`config.mk`:
```
export PLATFORM = sky130hd
export DESIGN_NAME = tscmd_core
export DESIGN_NICKNAME = d
export VERILOG_FILES = /design/src/rtl/tscmd_pkg.sv /design/src/rtl/tscmd_core.sv
export VERILOG_INCLUDE_DIRS = /design/src /design/src/rtl
export SDC_FILE = /design/constraint.sdc
export NUM_CORES = 1
export LEC_CHECK = 0
export ABC_CLOCK_PERIOD_IN_PS = 3600
export BUFFER_PORTS_ARGS = -buffer_cell sky130_fd_sc_hd__buf_2
export CORE_MARGIN = 1
export CORE_UTILIZATION = 51
export CTS_BUF_LIST = sky130_fd_sc_hd__clkbuf_16
export CTS_CLUSTER_DIAMETER = 60
export CTS_CLUSTER_SIZE = 28
export DETAILED_ROUTE_END_ITERATION = 10
export GPL_TIMING_DRIVEN = 1
export PLACE_DENSITY = 0.76
export SKIP_LAST_GASP = 1
export SLEW_MARGIN = 20
export SYNTH_ARGS = -nofsm -noshare
export SYNTH_HDL_FRONTEND = slang
export SYNTH_SLANG_ARGS = --single-unit
```
`constraint.sdc`:
```
create_clock -name sys_clk -period 3.6 [get_ports sys_clk]
set_clock_uncertainty 0.1 [all_clocks]
set_input_delay 0.72 -clock sys_clk [delete_from_list [all_inputs] [get_ports sys_clk]]
set_output_delay 0.72 -clock sys_clk [all_outputs]
set_load 0.05 [all_outputs]
```
`src/rtl/tscmd_cfg.svh`:
```
// constants for the tape command interpreter: opcodes, field positions, codes
// assumes inclusion by bare name from rtl/
`ifndef TSCMD_CFG_SVH
`define TSCMD_CFG_SVH
`define TSCMD_OP_VERIFY     8'h13
`define TSCMD_OP_RECOVER    8'h14
`define TSCMD_OP_MODESEL    8'h15
`define TSCMD_OP_RESERVE    8'h16
`define TSCMD_OP_RELEASE    8'h17
`define TSCMD_OP_WFM        8'h10
`define TSCMD_OP_WRITE      8'h0a
`define TSCMD_OP_RSENSE     8'h03
`define TSCMD_BIT_FIXED     0
`define TSCMD_BIT_TPTY      4
`define TSCMD_TPID_HI       3
`define TSCMD_TPID_LO       1
`define TSCMD_BIT_BM        4
`define TSCMD_BIT_WP        7
`define TSCMD_SPD_HI        3
`define TSCMD_BLK_MIN       24'h000002
`define TSCMD_BLK_MAX       24'h010000
`define TSCMD_SK_NONE       4'h0
`define TSCMD_SK_ILLEGAL    4'h5
`define TSCMD_SK_UATTN      4'h6
`define TSCMD_ST_GOOD       8'h00
`define TSCMD_ST_CHECK      8'h02
`define TSCMD_ST_CONFLICT   8'h18
`define TSCMD_RST_SPEED     4'h0
`define TSCMD_RST_DENS      8'h02
`define TSCMD_RST_BLK       24'h000000
`endif

```
`src/rtl/tscmd_pkg.sv`:
```
// types for the tape command interpreter
// assumes tscmd_cfg.svh holds the numeric constants
`default_nettype none
package tscmd_pkg;
    typedef enum logic [2:0] {
        TSCMD_IDLE,
        TSCMD_VERIFY,
        TSCMD_RECOVER,
        TSCMD_MSEL,
        TSCMD_FLUSH,
        TSCMD_DONE
    } tscmd_state_t;
endpackage
`default_nettype wire

```
`src/rtl/tscmd_core.sv`:
```
// command execution for verify, buffered recovery, mode select and reserve
// assumes a decoded 6-byte command block and external tape and buffer engines
`timescale 1ns/1ps
`include "tscmd_cfg.svh"
`default_nettype none
module tscmd_core
    import tscmd_pkg::*;
#(
    parameter int CNT_W = 24
)(
    // clock and reset
    input  wire logic              sys_clk,
    input  wire logic              rst_b,
    // command block, one-cycle start
    input  wire logic              cmd_start,
    input  wire logic [7:0]        cmd_byte0,
    input  wire logic [7:0]        cmd_byte1,
    input  wire logic [7:0]        cmd_byte2,
    input  wire logic [7:0]        cmd_byte3,
    input  wire logic [7:0]        cmd_byte4,
    input  wire logic [2:0]        initiator_id,
    // bus resets
    input  wire logic              bus_dev_reset,
    // mode select data stream from the initiator
    input  wire logic              pdata_valid,
    input  wire logic [7:0]        pdata,
    // tape engine events during verify; end-of-medium and write-protect status
    input  wire logic              tape_block_ok,
    input  wire logic              tape_file_mark,
    input  wire logic              end_of_tape_marker,
    input  wire logic              at_end_of_medium,
    input  wire logic              write_protect,
    // buffer engine
    input  wire logic [CNT_W-1:0]  buf_count,
    input  wire logic              buf_block_sent,
    input  wire logic              buf_empty,
    input  wire logic              buf_block_stored,
    output logic                   buf_send_req,
    output logic                   buf_flush_req,
    // completion
    output logic                   cmd_done,
    output logic [7:0]             cmd_status,
    output logic [3:0]             sense_key,
    output logic [CNT_W-1:0]       sense_info,
    output logic                   end_of_medium_flag,
    // current settings
    output logic                   buffered_mode_bit,
    output logic [3:0]             speed_code,
    output logic [7:0]             density_code,
    output logic [23:0]            block_size,
    output logic                   fixed_mode,
    output logic [7:0]             mode_byte2,
    // reservation
    output logic                   reserved,
    output logic [2:0]             res_owner_id,
    output logic                   third_party_bit,
    output logic [2:0]             third_party_target_id
);
    import tscmd_pkg::*;

    function automatic logic speed_ok(input logic [3:0] s);
        speed_ok = (s <= 4'h2);
    endfunction

    function automatic logic dens_ok(input logic [7:0] d);
        dens_ok = (d == 8'h00) || (d == 8'h01) || (d == 8'h02)
               || (d == 8'h03) || (d == 8'h06);
    endfunction

    tscmd_state_t       state;
    logic [CNT_W-1:0]   req_count;
    logic [CNT_W-1:0]   done_count;
    logic [7:0]         plen;
    logic [7:0]         pidx;
    logic [7:0]         p_byte2;
    logic [7:0]         p_dens;
    logic [23:0]        p_blk;
    logic               p_has_desc;
    logic               unit_attn;

    wire logic [CNT_W-1:0] cdb_count = CNT_W'({cmd_byte2, cmd_byte3, cmd_byte4});
    wire logic is_wfm   = cmd_start && cmd_byte0 == `TSCMD_OP_WFM;
    wire logic is_write = cmd_start && cmd_byte0 == `TSCMD_OP_WRITE;
    wire logic is_rs    = cmd_start && cmd_byte0 == `TSCMD_OP_RSENSE;
    wire logic is_res   = cmd_start && cmd_byte0 == `TSCMD_OP_RESERVE;
    wire logic is_rel   = cmd_start && cmd_byte0 == `TSCMD_OP_RELEASE;
    wire logic mine     = !reserved || res_owner_id == initiator_id;
    wire logic last_p   = pdata_valid && (pidx == plen - 8'h01);
    wire logic [23:0] fin_blk = {p_blk[15:0], pdata};
    wire logic blk_ok   = fin_blk == 24'h0
                       || (fin_blk >= `TSCMD_BLK_MIN && fin_blk <= `TSCMD_BLK_MAX);

    assign buf_send_req  = state == TSCMD_RECOVER;
    assign buf_flush_req = state == TSCMD_FLUSH;
    assign mode_byte2 = {write_protect, 2'b00, buffered_mode_bit, speed_code};
    assign fixed_mode = (block_size != 24'h0);

    // command sequencer
    always_ff @(posedge sys_clk or negedge rst_b)
    begin
        if (!rst_b)
        begin
            state      <= TSCMD_IDLE;
            req_count  <= '0;
            done_count <= '0;
            plen       <= 8'h00;
            pidx       <= 8'h00;
        end
        else
        begin
            unique case (state)
                TSCMD_IDLE:
                begin
                    done_count <= '0;
                    pidx       <= 8'h00;
                    req_count  <= cdb_count;
                    plen       <= cmd_byte4;
                    if (cmd_start && cmd_byte0 == `TSCMD_OP_VERIFY
                        && cmd_byte1[`TSCMD_BIT_FIXED])
                        state <= (cdb_count == '0) ? TSCMD_DONE : TSCMD_VERIFY;
                    else if (cmd_start && cmd_byte0 == `TSCMD_OP_RECOVER)
                        state <= (cdb_count == '0) ? TSCMD_DONE : TSCMD_RECOVER;
                    else if (cmd_start && cmd_byte0 == `TSCMD_OP_MODESEL)
                        state <= (cmd_byte4 == 8'h00) ? TSCMD_DONE : TSCMD_MSEL;
                    else if (is_wfm && buffered_mode_bit && !at_end_of_medium)
                        state <= TSCMD_FLUSH;
                end
                TSCMD_VERIFY:
                begin
                    if (tape_file_mark || end_of_tape_marker)
                        state <= TSCMD_DONE;
                    else if (tape_block_ok)
                    begin
                        done_count <= done_count + 1'b1;
                        if (done_count + 1'b1 == req_count)
                            state <= TSCMD_DONE;
                    end
                end
                TSCMD_RECOVER:
                begin
                    if (done_count == buf_count && !buf_block_sent)
                        state <= TSCMD_DONE;
                    else if (buf_block_sent)
                    begin
                        done_count <= done_count + 1'b1;
                        if (done_count + 1'b1 == req_count)
                            state <= TSCMD_DONE;
                    end
                end
                TSCMD_MSEL:
                begin
                    if (pdata_valid)
                        pidx <= pidx + 8'h01;
                    if (last_p)
                        state <= TSCMD_DONE;
                end
                TSCMD_FLUSH:
                    if (buf_empty)
                        state <= TSCMD_DONE;
                TSCMD_DONE:
                    state <= TSCMD_IDLE;
            endcase
        end
    end

    // mode select parameter capture
    always_ff @(posedge sys_clk or negedge rst_b)
    begin
        if (!rst_b)
        begin
            p_byte2    <= 8'h00;
            p_dens     <= 8'h00;
            p_blk      <= 24'h0;
            p_has_desc <= 1'b0;
        end
        else if (state == TSCMD_IDLE)
        begin
            p_byte2    <= {3'h0, buffered_mode_bit, speed_code};
            p_dens     <= 8'h00;
            p_blk      <= block_size;
            p_has_desc <= 1'b0;
        end
        else if (state == TSCMD_MSEL && pdata_valid)
        begin
            unique case (pidx)
                8'd2: p_byte2 <= pdata;
                8'd3: p_has_desc <= pdata != 8'h00;
                8'd4: p_dens <= pdata;
                8'd9, 8'd10, 8'd11: p_blk <= {p_blk[15:0], pdata};
                default: ;
            endcase
        end
    end

    // settings commit and completion status
    wire logic p_ok = speed_ok(p_byte2[`TSCMD_SPD_HI:0]) && dens_ok(p_dens)
                   && (!p_has_desc || pidx < 8'd11 || blk_ok);
    always_ff @(posedge sys_clk or negedge rst_b)
    begin
        if (!rst_b)
        begin
            buffered_mode_bit  <= 1'b0;
            speed_code         <= `TSCMD_RST_SPEED;
            density_code       <= `TSCMD_RST_DENS;
            block_size         <= `TSCMD_RST_BLK;
            cmd_done           <= 1'b0;
            cmd_status         <= `TSCMD_ST_GOOD;
            sense_key          <= `TSCMD_SK_NONE;
            sense_info         <= '0;
            end_of_medium_flag <= 1'b0;
        end
        else
        begin
            cmd_done <= 1'b0;
            if (state == TSCMD_MSEL && last_p)
            begin
                cmd_done <= 1'b1;
                if (speed_ok(p_byte2[`TSCMD_SPD_HI:0]) && dens_ok(p_dens)
                    && (!p_has_desc || pidx < 8'd11 || blk_ok))
                begin
                    cmd_status        <= `TSCMD_ST_GOOD;
                    buffered_mode_bit <= p_byte2[`TSCMD_BIT_BM];
                    speed_code        <= p_byte2[`TSCMD_SPD_HI:0];
                    if (p_dens != 8'h00)
                        density_code <= p_dens;
                    if (p_has_desc && pidx >= 8'd11)
                        block_size <= fin_blk;
                end
                else
                begin
                    cmd_status <= `TSCMD_ST_CHECK;
                    sense_key  <= `TSCMD_SK_ILLEGAL;
                end
            end
            else if (state == TSCMD_VERIFY && (tape_file_mark || end_of_tape_marker))
            begin
                cmd_done   <= 1'b1;
                cmd_status <= `TSCMD_ST_CHECK;
                sense_info <= req_count - done_count;
            end
            else if (state == TSCMD_RECOVER && done_count == buf_count && !buf_block_sent)
            begin
                cmd_done           <= 1'b1;
                cmd_status         <= `TSCMD_ST_CHECK;
                end_of_medium_flag <= 1'b1;
                sense_info         <= req_count - done_count;
            end
            else if (state != TSCMD_IDLE && state != TSCMD_MSEL && state != TSCMD_DONE
                     && (state == TSCMD_FLUSH ? buf_empty
                        : ((tape_block_ok && state == TSCMD_VERIFY)
                           || (buf_block_sent && state == TSCMD_RECOVER))
                          && done_count + 1'b1 == req_count))
            begin
                cmd_done   <= 1'b1;
                cmd_status <= `TSCMD_ST_GOOD;
            end
            else if (state == TSCMD_IDLE && cmd_start
                     && ((cdb_count == '0 && (cmd_byte0 == `TSCMD_OP_RECOVER
                          || (cmd_byte0 == `TSCMD_OP_VERIFY && cmd_byte1[`TSCMD_BIT_FIXED])))
                         || (cmd_byte0 == `TSCMD_OP_MODESEL && cmd_byte4 == 8'h00)))
            begin
                cmd_done   <= 1'b1;
                cmd_status <= `TSCMD_ST_GOOD;
            end
            else if (is_write && buffered_mode_bit && buf_block_stored)
            begin
                cmd_done   <= 1'b1;
                cmd_status <= `TSCMD_ST_GOOD;
            end
            else if (is_res)
            begin
                cmd_done   <= 1'b1;
                cmd_status <= mine ? `TSCMD_ST_GOOD : `TSCMD_ST_CONFLICT;
            end
            else if (is_rs)
            begin
                sense_key          <= unit_attn ? `TSCMD_SK_UATTN : `TSCMD_SK_NONE;
                end_of_medium_flag <= 1'b0;
            end
        end
    end

    // reservation bookkeeping
    always_ff @(posedge sys_clk or negedge rst_b)
    begin
        if (!rst_b)
        begin
            reserved              <= 1'b0;
            res_owner_id          <= 3'h0;
            third_party_bit       <= 1'b0;
            third_party_target_id <= 3'h0;
        end
        else if (bus_dev_reset)
            reserved <= 1'b0;
        else if (is_res && mine)
        begin
            reserved              <= 1'b1;
            res_owner_id          <= initiator_id;
            third_party_bit       <= cmd_byte1[`TSCMD_BIT_TPTY];
            third_party_target_id <= cmd_byte1[`TSCMD_BIT_TPTY]
                ? cmd_byte1[`TSCMD_TPID_HI:`TSCMD_TPID_LO] : initiator_id;
        end
        else if (is_rel && reserved && res_owner_id == initiator_id)
            reserved <= 1'b0;
    end

    // unit attention after either reset, set wins over the sense clear
    always_ff @(posedge sys_clk or negedge rst_b)
    begin
        if (!rst_b)
            unit_attn <= 1'b1;
        else if (bus_dev_reset)
            unit_attn <= 1'b1;
        else if (is_rs)
            unit_attn <= 1'b0;
    end

    a_verify_residue: assert property (@(posedge sys_clk) disable iff (!rst_b)
        state == TSCMD_VERIFY && tape_file_mark |=> cmd_done && cmd_status == `TSCMD_ST_CHECK
        && sense_info == $past(req_count) - $past(done_count)) else $error("verify residue wrong");
    a_recover_eom: assert property (@(posedge sys_clk) disable iff (!rst_b)
        state == TSCMD_RECOVER && done_count == buf_count && !buf_block_sent
        |=> end_of_medium_flag && cmd_status == `TSCMD_ST_CHECK) else $error("eom missing");
    a_res_conflict: assert property (@(posedge sys_clk) disable iff (!rst_b)
        is_res && reserved && res_owner_id != initiator_id
        |=> cmd_status == `TSCMD_ST_CONFLICT && $stable(res_owner_id)) else $error("conflict");
    a_bdr_release: assert property (@(posedge sys_clk) disable iff (!rst_b)
        bus_dev_reset |=> !reserved && unit_attn) else $error("bus reset kept hold");
    a_flush_wfm: assert property (@(posedge sys_clk) disable iff (!rst_b)
        state == TSCMD_IDLE && is_wfm && buffered_mode_bit && !at_end_of_medium
        |=> buf_flush_req) else $error("no flush");
    a_msel_reject: assert property (@(posedge sys_clk) disable iff (!rst_b)
        state == TSCMD_MSEL && last_p && !p_ok
        |=> sense_key == `TSCMD_SK_ILLEGAL && $stable(speed_code)) else $error("bad accept");
    a_zero_count: assert property (@(posedge sys_clk) disable iff (!rst_b)
        state == TSCMD_IDLE && cmd_start && cmd_byte0 == `TSCMD_OP_RECOVER && cdb_count == '0
        |=> cmd_done ##1 !buf_send_req) else $error("zero count moved");
    a_third_party: assert property (@(posedge sys_clk) disable iff (!rst_b)
        is_res && mine && !bus_dev_reset && cmd_byte1[`TSCMD_BIT_TPTY]
        |=> third_party_target_id == $past(cmd_byte1[3:1])) else $error("3p id");
endmodule
`default_nettype wire

```
# [Word level (Yosys, flattened, before mapping)]
# Cells that the tools add are included.
[classes] n_addsub=4 magnitude_cmp=5 eq_ne=50 muxes=74 n_bitwise=3 n_reduce_logical=91
[op_table] op="two-way mux 24 bit" n=6
[op_table] op="two-way mux 8 bit" n=11
[op_table] op="case mux 24 bit (3 select lines)" n=1
[op_table] op="equality test 24 bit" n=2
[op_table] op="equality test 8 x 5 -> 1 bit (second input constant)" n=6
[op_table] op="zero test 24 bit" n=2
[op_table] op="two-way mux 16 bit" n=3
[op_table] op="two-way mux 3 bit" n=16
[op_table] op="equality test 8 x 2 -> 1 bit (second input constant)" n=5
[op_table] op="logical AND 1 bit" n=38
[op_table] op="two-way mux 4 bit" n=9
[op_table] op="equality test 8 x 4 -> 1 bit (second input constant)" n=4
[op_table] op="!= test 2 bit (second input constant)" n=16
[op_table] op="adder 24 x 1 -> 24 bit (second input constant)" n=1
[op_table] op=">= comparator 24 x 2 -> 1 bit (second input constant)" n=1
[op_table] op="<= comparator 24 x 17 -> 1 bit (second input constant)" n=1
[op_table] op="nonzero test 24 bit" n=1
[op_table] op="subtractor 24 bit" n=1
[op_table] op="two-way mux 1 bit" n=21
[op_table] op="two-way mux 5 bit" n=4
[op_table] op="nonzero test 2 bit" n=10
[op_table] op="case mux 3 bit (6 select lines)" n=1
[op_table] op="equality test 8 x 3 -> 1 bit (second input constant)" n=2
[op_table] op="zero test 8 bit" n=2
[op_table] op="30 further kinds" n=63
[word_totals] reg_bits=181 inputBits=88

# [Depth between registers and ports, before layout]
# Gate-level depths: netlist of the first run.
[depth] depth_word=11 ltp_mapped=12 depth_no_buf=11

# [Worst setup path after synthesis of the first run]
# No wires, ideal clock.
[synth_path] kind="register -> register" start="reg done_count[1]" end="reg cmd_status[1]" setup_ns=0.120 t_arrival_ns=3.209 setup_slack_ns=0.171 path_stages_with_launch=11 n_path_buf=1 path_cell_list="dfrtp_1 -> ha_1 -> clkbuf_1 -> nand4_1 -> or4_1 -> xnor2_1 -> or4_1 -> or4_1 -> nor4_4 -> a211oi_1 -> a31o_1"
[synth_between] elab_chain_cells=9
[synth_lines] item="start: declaration" line_no="tscmd_core.sv:72" source="logic [CNT_W-1:0] done_count;"
[synth_lines] item="start signal: assignment" line_no="tscmd_core.sv:134" source="done_count <= done_count + 1'b1;"
[synth_lines] item="start signal: assignment" line_no="tscmd_core.sv:145" source="done_count <= done_count + 1'b1;"
[synth_lines] item="adder 24 x 1 -> 24 bit" line_no="tscmd_core.sv:252" source="&& done_count + 1'b1 == req_count))"
[synth_lines] item="equality test 24 bit" line_no="tscmd_core.sv:252"
[synth_lines] item="logical AND 1 bit" line_no="tscmd_core.sv:252"
[synth_lines] item="two-way mux 1 bit" line_no="tscmd_core.sv:249" source="&& (state == TSCMD_FLUSH ? buf_empty"
[synth_lines] item="logical AND 1 bit" line_no="tscmd_core.sv:249"
[synth_lines] item="two-way mux 8 bit" line_no="tscmd_core.sv:248" source="else if (state != TSCMD_IDLE && state != TSCMD_MSEL && state != TSCMD_DONE"
[synth_lines] item="two-way mux 8 bit" line_no="tscmd_core.sv:241" source="else if (state == TSCMD_RECOVER && done_count == buf_count && !buf_block_sent)"
[synth_lines] item="two-way mux 8 bit" line_no="tscmd_core.sv:235" source="else if (state == TSCMD_VERIFY && (tape_file_mark || end_of_tape_marker))"
[synth_lines] item="two-way mux 8 bit" line_no="tscmd_core.sv:215" source="if (state == TSCMD_MSEL && last_p)"
[synth_lines] item="end signal: assignment" line_no="tscmd_core.sv:221" source="cmd_status <= `TSCMD_ST_GOOD;"
[synth_lines] item="end signal: assignment" line_no="tscmd_core.sv:238" source="cmd_status <= `TSCMD_ST_CHECK;"
[synth_lines] item="end signal: assignment" line_no="tscmd_core.sv:244" source="cmd_status <= `TSCMD_ST_CHECK;"
[synth_lines] item="end: declaration" line_no="tscmd_core.sv:42" source="output logic [7:0] cmd_status,"
# Parallel ways exist; a longest one is shown, timed or not.
# A chain may end at the register's enable or synchronous reset.

# [Worst setup path after layout of the first run]
# Ends and elaborated chain as after synthesis.

==> results of run 1 <==
## through the flow
step	instances	power, uW	TNS, ns
2_1_floorplan	1136	5520	0
3_3_place_gp	1536	6460	0
3_5_place_dp	1536	6550	0
4_1_cts	1568	8460	0
5_1_grt	1571	9040	-0.00451
6_report	1571	8470	0
## cells by family (layout without fill, tap and decap cells)
group | Yosys count | after routing
AND/OR/NAND/NOR | 422 | 422
flip-flops | 166 | 166
multiplexers | 68 | 68
other | 1 | 8
buffers and inverters | 121 | 291
AO/OA/AOI/OAI | 243 | 243
adder cells (fa/ha/maj) | 30 | 30
XOR/XNOR | 78 | 78
## final cells by class
class	instances	area (um2)	area share, %
sequential	166	4160	34.6
multi-input combinational	849	5540	46.0
clock inverter	15	201	1.67
clock buffer	17	425	3.54
inverter	45	169	1.40
tap	265	332	2.76
timing repair buffer	214	1200	10.0
## registers in the layout, indices dropped and copies added (netlist names), 4 cells and up
signal        flops
block_size       24
density_code      8
done_count       24
p_blk            16
p_byte2           5
p_dens            8
pidx              8
req_count        24
sense_info       24
speed_code        4
## worst paths after layout
| kind | to |
|---|---|
| min | sense_info[7] |
| max in group asynchronous | p_byte2[2] |
| min in group sys_clk | reserved |
| max reg2reg | cmd_status[1] |
| max | cmd_status[1] |
| min reg2reg | sense_info[13] |
## routing by layer
metal	share of wire [%]	wire length [um]	vias up	global-route usage, %
met3	6.9	1880	38	5.26
li1	-	-	4323	-
met2	47	12600	317	43.3
met4	1.7	453	4	7.95
met1	45	12100	4381	36.9
met5	0.085	23	-	0
## cell usage after synthesis (all sizes together), types with 10 or more instances
| master | number |
|---|---|
| xnor2 | 44 |
| mux2i | 40 |
| nand4 | 19 |
| nor3 | 23 |
| a21oi | 36 |
| o31ai | 21 |
| ha | 29 |
| nor4 | 26 |
| clkbuf | 45 |
| mux2 | 28 |
| o21a | 11 |
| a31oi | 10 |
| nand3 | 26 |
| and2 | 16 |
| xor2 | 34 |
| nor2 | 65 |
| dfrtp | 164 |
| nand2b | 11 |
| o21ai | 93 |
| nor2b | 16 |
| nand2 | 163 |
| inv | 45 |
| buf | 31 |
## power by group
| part | switching [uW] | internal, uW |
|---|---|---|
| logic | 2630 | 1460 |
| registers | 307 | 2180 |
| clock network | 937 | 956 |
| total | 3870 | 4600 |
## repair_timing
item,4_1_cts,5_1_grt
gates resized for setup,0,2
setup endpoints to repair,0,10
buffers inserted,0,3
hold endpoints to repair,0,0
## cell usage in the layout, fill, tap and decap left out, types with 11 or more instances in the layout
cell,n
buf_2,167
nand2_1,163
dfrtp_1,163
o21ai_0,91
nor2_1,63
inv_1,45
buf_4,45
xnor2_1,44
mux2i_1,40
a21oi_1,36
xor2_1,34
ha_1,29
mux2_2,28
nand3_1,26
nor4_1,24
nor3_1,22
o31ai_1,21
nand4_1,17
clkbuf_16,17
and2_1,16
nor2b_1,16
o21a_1,11
nand2b_1,11
==> run metrics, run 1 <==
run status=finished, final reports clean; first-pass GRT wire length=around 43,000 um; Crit. Startpoint=done_count[1]; final setup fails=0; Nets=between 1,000 and 1,500; CP cell instances=nand3_1 > buf_4 > or4_4 > or4_4 > a22oi_1 > o2111ai_1 > nor4_4 > a211oi_1 > a31o_1; H-tree levels=4; Crit. path cell count=9; Top-Level Pins=182; DIE AREA=between 0.02 and 0.025 mm2; share of layout cells above drive strength 1=between 20% and 30%; post-layout instance area=between 0.01 and 0.015 mm2; WP buf/inv=1; Die Span X=between 100 and 150 um; CP startpoint kind=register; Crit Path Category=reg -> reg; Util after Layout=roughly three fifths; Die H=143 um; worst ir drop on vdd=between 0.3 and 0.4 mV; routability congestion estimate=0.915; Slew Limit Fails=0; vias in the first global route=~8,400; Starting Density=about 52%; slowest cell on the critical path=or4_4; HPWL Detailed=between 15,000 and 20,000 um; slew margin rel.=a little under half; Largest stage delay, worst path=0.53 ns; Vias=about 9,000; Post-synth EDFFs=0; LEAKAGE=~0.0057 uW; Post-Route WL=approximately 27,000 um; Fmax=~290 MHz; CP max FO=13; fillers=~1,700; Tmin final=between 3 and 4 ns; Synth Area in Adders=roughly 3.8%; Least-Margin Pin Slew=between 0.8 and 0.9 ns; Cell variety after synth=between 70 and 80; CTS tree=done; Final WS setup=0.151 ns; Final Hold Vio Count=0; mux share of post-synthesis cell area=between 7 and 8%; synthesis-to-layout area growth=18.0%; sequential area share after synthesis=around 40%; DRC Markers=0; PwrDens=between 700 and 800 mW/mm2; ys async rst share=between 90% and 100%; CTS sink cnt=166; Crit path arrival time=roughly 3.7 ns; final antenna-violating net count=0; Syn Area/Cell=around 9.0 um2; Diodes inserted=0; initial antenna violation count=3; Synth Warn #=0; Global Route Usage Sum=between 20% and 30%; Most used DFF post-synth=dfrtp_1; number of port buffers=~170; Register-to-Register Path Depth=9; unrepaired setup endpoints after global routing=yes; worst hold-check path type=in -> async; CP Capture Type=register; Area after DPL=~0.011 mm2; #FFs+latches synth=166; area leader, netlist=dfrtp_1; largest family of logic cells by synthesized area=simple AND/OR/NAND/NOR gates; most frequent CP cell=or4_4; reg-to-reg slack, setup=0.15 ns; CTS Buf Count=17; 1st-pass router iterations=5; drt via density=between 5 and 6; reg2reg start=done_count[1]; wire per inst=~17 um; clk buf depth=2; later-pin clock latency in the skew report=about 0.44 ns; top post-synthesis cells by area=dfrtp_1 (40%), nand2_1 (6.0%), o21ai_0 (4.5%), mux2i_1 (3.9%), xnor2_1 (3.8%); Root Buffer=clkbuf_16; pre-CTS WS=approximately 0.066 ns; Synth top area share=about two fifths; Clk pin slew, worst setup/hold paths=0.08 ns; Post-Syn Instances=around 1,100; core area=about 0.02 mm2; 1st-iter DRT viols=760; kind of cell adding the most delay to the critical path=simple AND/OR/NAND/NOR gates; Post-CTS Hold Fix Bufs=0; XOR/XNOR Fraction of Synth Area=6.70%; period utilisation layout=a little over nine tenths; largest net degree at the start of global routing=85; Post-Synthesis Cell Area=0.0102 mm2; Post-Synth Simple-Gate Area=around a fifth; Std-Cell Rows=51; post-synthesis compound-gate area fraction=15.3%; critical path data required time=3.83 ns; grt total ovfl=0; max_cap viols=0; final hold slack=about 0.22 ns
Power figures use the tool's default switching activity.
==> run 2: changes to the inputs <==
==> constraint.sdc (replaced) <==
create_clock -name sys_clk -period 3.6 [get_ports sys_clk]
set_clock_uncertainty 0.1 [all_clocks]
set_input_delay 0.36 -clock sys_clk [delete_from_list [all_inputs] [get_ports sys_clk]]
set_output_delay 0.36 -clock sys_clk [all_outputs]
set_load 0.05 [all_outputs]
==> run 2 against run 1 <==
Flip-flop and latch count unchanged. Critical path depth is 1 higher. Cell count down 0.38%. Combinational power fell by 1%. Global-route usage increased by 0.21 points. Power is 0.67% higher. Worst hold slack worse by 0.20 ns. Worst setup slack improved by 0.0032 ns. Largest power group unchanged.
==> run metrics, run 2 (synthesis results as in run 1) <==
H-tree levels=4; Starting Density=approximately 52%; Die H=143 um; most frequent cells in the layout=buf_2 (167), nand2_1 (163), dfrtp_1 (163); initial antenna violation count=3; first-pass GRT wire length=between 40,000 and 50,000 um; core area=just under 0.02 mm2; 1st-pass router iterations=5; PwrDens=between 700 and 800 mW/mm2; Register-to-Register Path Depth=10; Global Route Usage Sum=a little over a quarter; Diodes inserted=0; Crit. path cell count=10; Fmax=~290 MHz; Tmin final=3.45 ns; Pwr Total=around 8500 uW; drt via density=roughly 5.8; CP max FO=6; max_cap viols=0; Area after DPL=approximately 0.011 mm2; slowest cell on the critical path=or4_1; later-pin clock latency in the skew report=between 0.4 and 0.5 ns; Largest stage delay, worst path=around 0.50 ns; wire per inst=~17 um; unrepaired setup endpoints after global routing=yes; routability congestion estimate=between 0.9 and 1; kind of cell adding the most delay to the critical path=simple AND/OR/NAND/NOR gates; DRC Markers=0; Total Negative Setup Slacks=0 ns; LEAKAGE=0.00563 uW; most common cell after layout, fill and taps aside=buf_2; worst hold-check path type=in -> reg; slew margin rel.=between 30 and 40%; vias in the first global route=between 8,000 and 9,000; Top-Level Pins=between 150 and 200; post-layout instance area=approximately 0.012 mm2; CTS Buf Count=17; Post-Route WL=around 27,000 um; number of port buffers=168; most frequent CP cell=or4_1; run status=finished, final reports clean; grt total ovfl=0; WP buf/inv=1; clk buf depth=2; DIE AREA=just over 0.02 mm2; Hold Crit Depth=3; CP startpoint kind=register; synthesis-to-layout area growth=17.8%; Clk pin slew, worst setup/hold paths=roughly 0.08 ns; CP cell instances=ha_1 > buf_4 > or3b_2 > nand3_1 > a31oi_1 > or4_1 > or4_1 > nor4_4 > a211oi_1 > a31o_1; CP Capture Type=register; period utilisation layout=between 90 and 100%; Least-Margin Pin Slew=1.02 ns; Crit path arrival time=around 3.7 ns; largest net degree at the start of global routing=88; Slew Limit Fails=0; Std-Cell Rows=51; Nets=1,405; share of layout cells above drive strength 1=between 20 and 25%; CTS tree=done; HPWL Detailed=approximately 20,000 um; final hold slack=~0.016 ns; final setup fails=0; worst ir drop on vdd=around 0.34 mV; Root Buffer=clkbuf_16; Final Hold Vio Count=0; CTS sink cnt=approximately 170; Crit Path Category=reg -> reg; Vias=roughly 9,000; final antenna-violating net count=0; Die Span X=around 140 um; 1st-iter DRT viols=723; critical path data required time=between 3 and 4 ns
==> run 2: metal layers <==
layer | global-route usage (%) | routed length [um] | share of wire (%)
met2 | 44.4 | 12800 | 47
met4 | 9.07 | 525 | 1.9
met5 | 0 | 23 | 0.085
met3 | 6.36 | 1960 | 7.2
met1 | 35.4 | 11700 | 43
==> run 2: worst register-to-register path: stages, from the launching register on <==
cell and delay, ns:
dfrtp_1 0.49, ha_1 0.25, buf_4 0.15, or3b_2 0.44, nand3_1 0.09, a31oi_1 0.10
or4_1 0.50, or4_1 0.46, nor4_4 0.31, a211oi_1 0.19, a31o_1 0.25
==> run 2: power by group <==
group / total, uW / switching, uW / internal (uW) / leakage, uW
sequential: 2500 / 315 / 2180 / 0.00221
combinational: 4050 / 2610 / 1440 / 0.00311
clock: 1980 / 994 / 981 / 0.000312
==> run 2: what timing repair did <==
item                                    in CTS  in global routing
gates resized for setup                      0                  1
endpoints found under the setup margin       0                  6
buffers inserted                             0                  0
hold endpoints to repair                    86                  0
hold buffers                                 2                  0
==> run 2: final timing paths <==
check / startpoint / endpoint / slack (ns)
max: done_count[1] / cmd_status[1] / 0.15
max reg2reg: done_count[1] / cmd_status[1] / 0.15
max in group asynchronous: rst_b / density_code[1] / 1.93
min reg2reg: sense_info[18] / sense_info[18] / 0.37
min: cmd_byte4[2] / req_count[2] / 0.02
min in group asynchronous: rst_b / sense_info[7] / 0.43
==> run 2: cell type report <==
cell class	instances	area, um2
clock buffers	17	425
well taps	265	332
flip-flops and latches	166	4160
multi-input cells	849	5530
fillers	1698	7520
repair buffers	208	1160
inverters	45	169
clock inverters	15	224
==> run 2: stage by stage <==
step	cells	utilization [%]	worst slack, ns
after CTS	1565	61.5	0.106
final	1565	61.5	0.154
after global routing	1565	61.5	-0.0129
after detailed placement	1531	58.0	0.144
after floorplan	1136	-	0.171
after global placement	1531	58.0	0.167
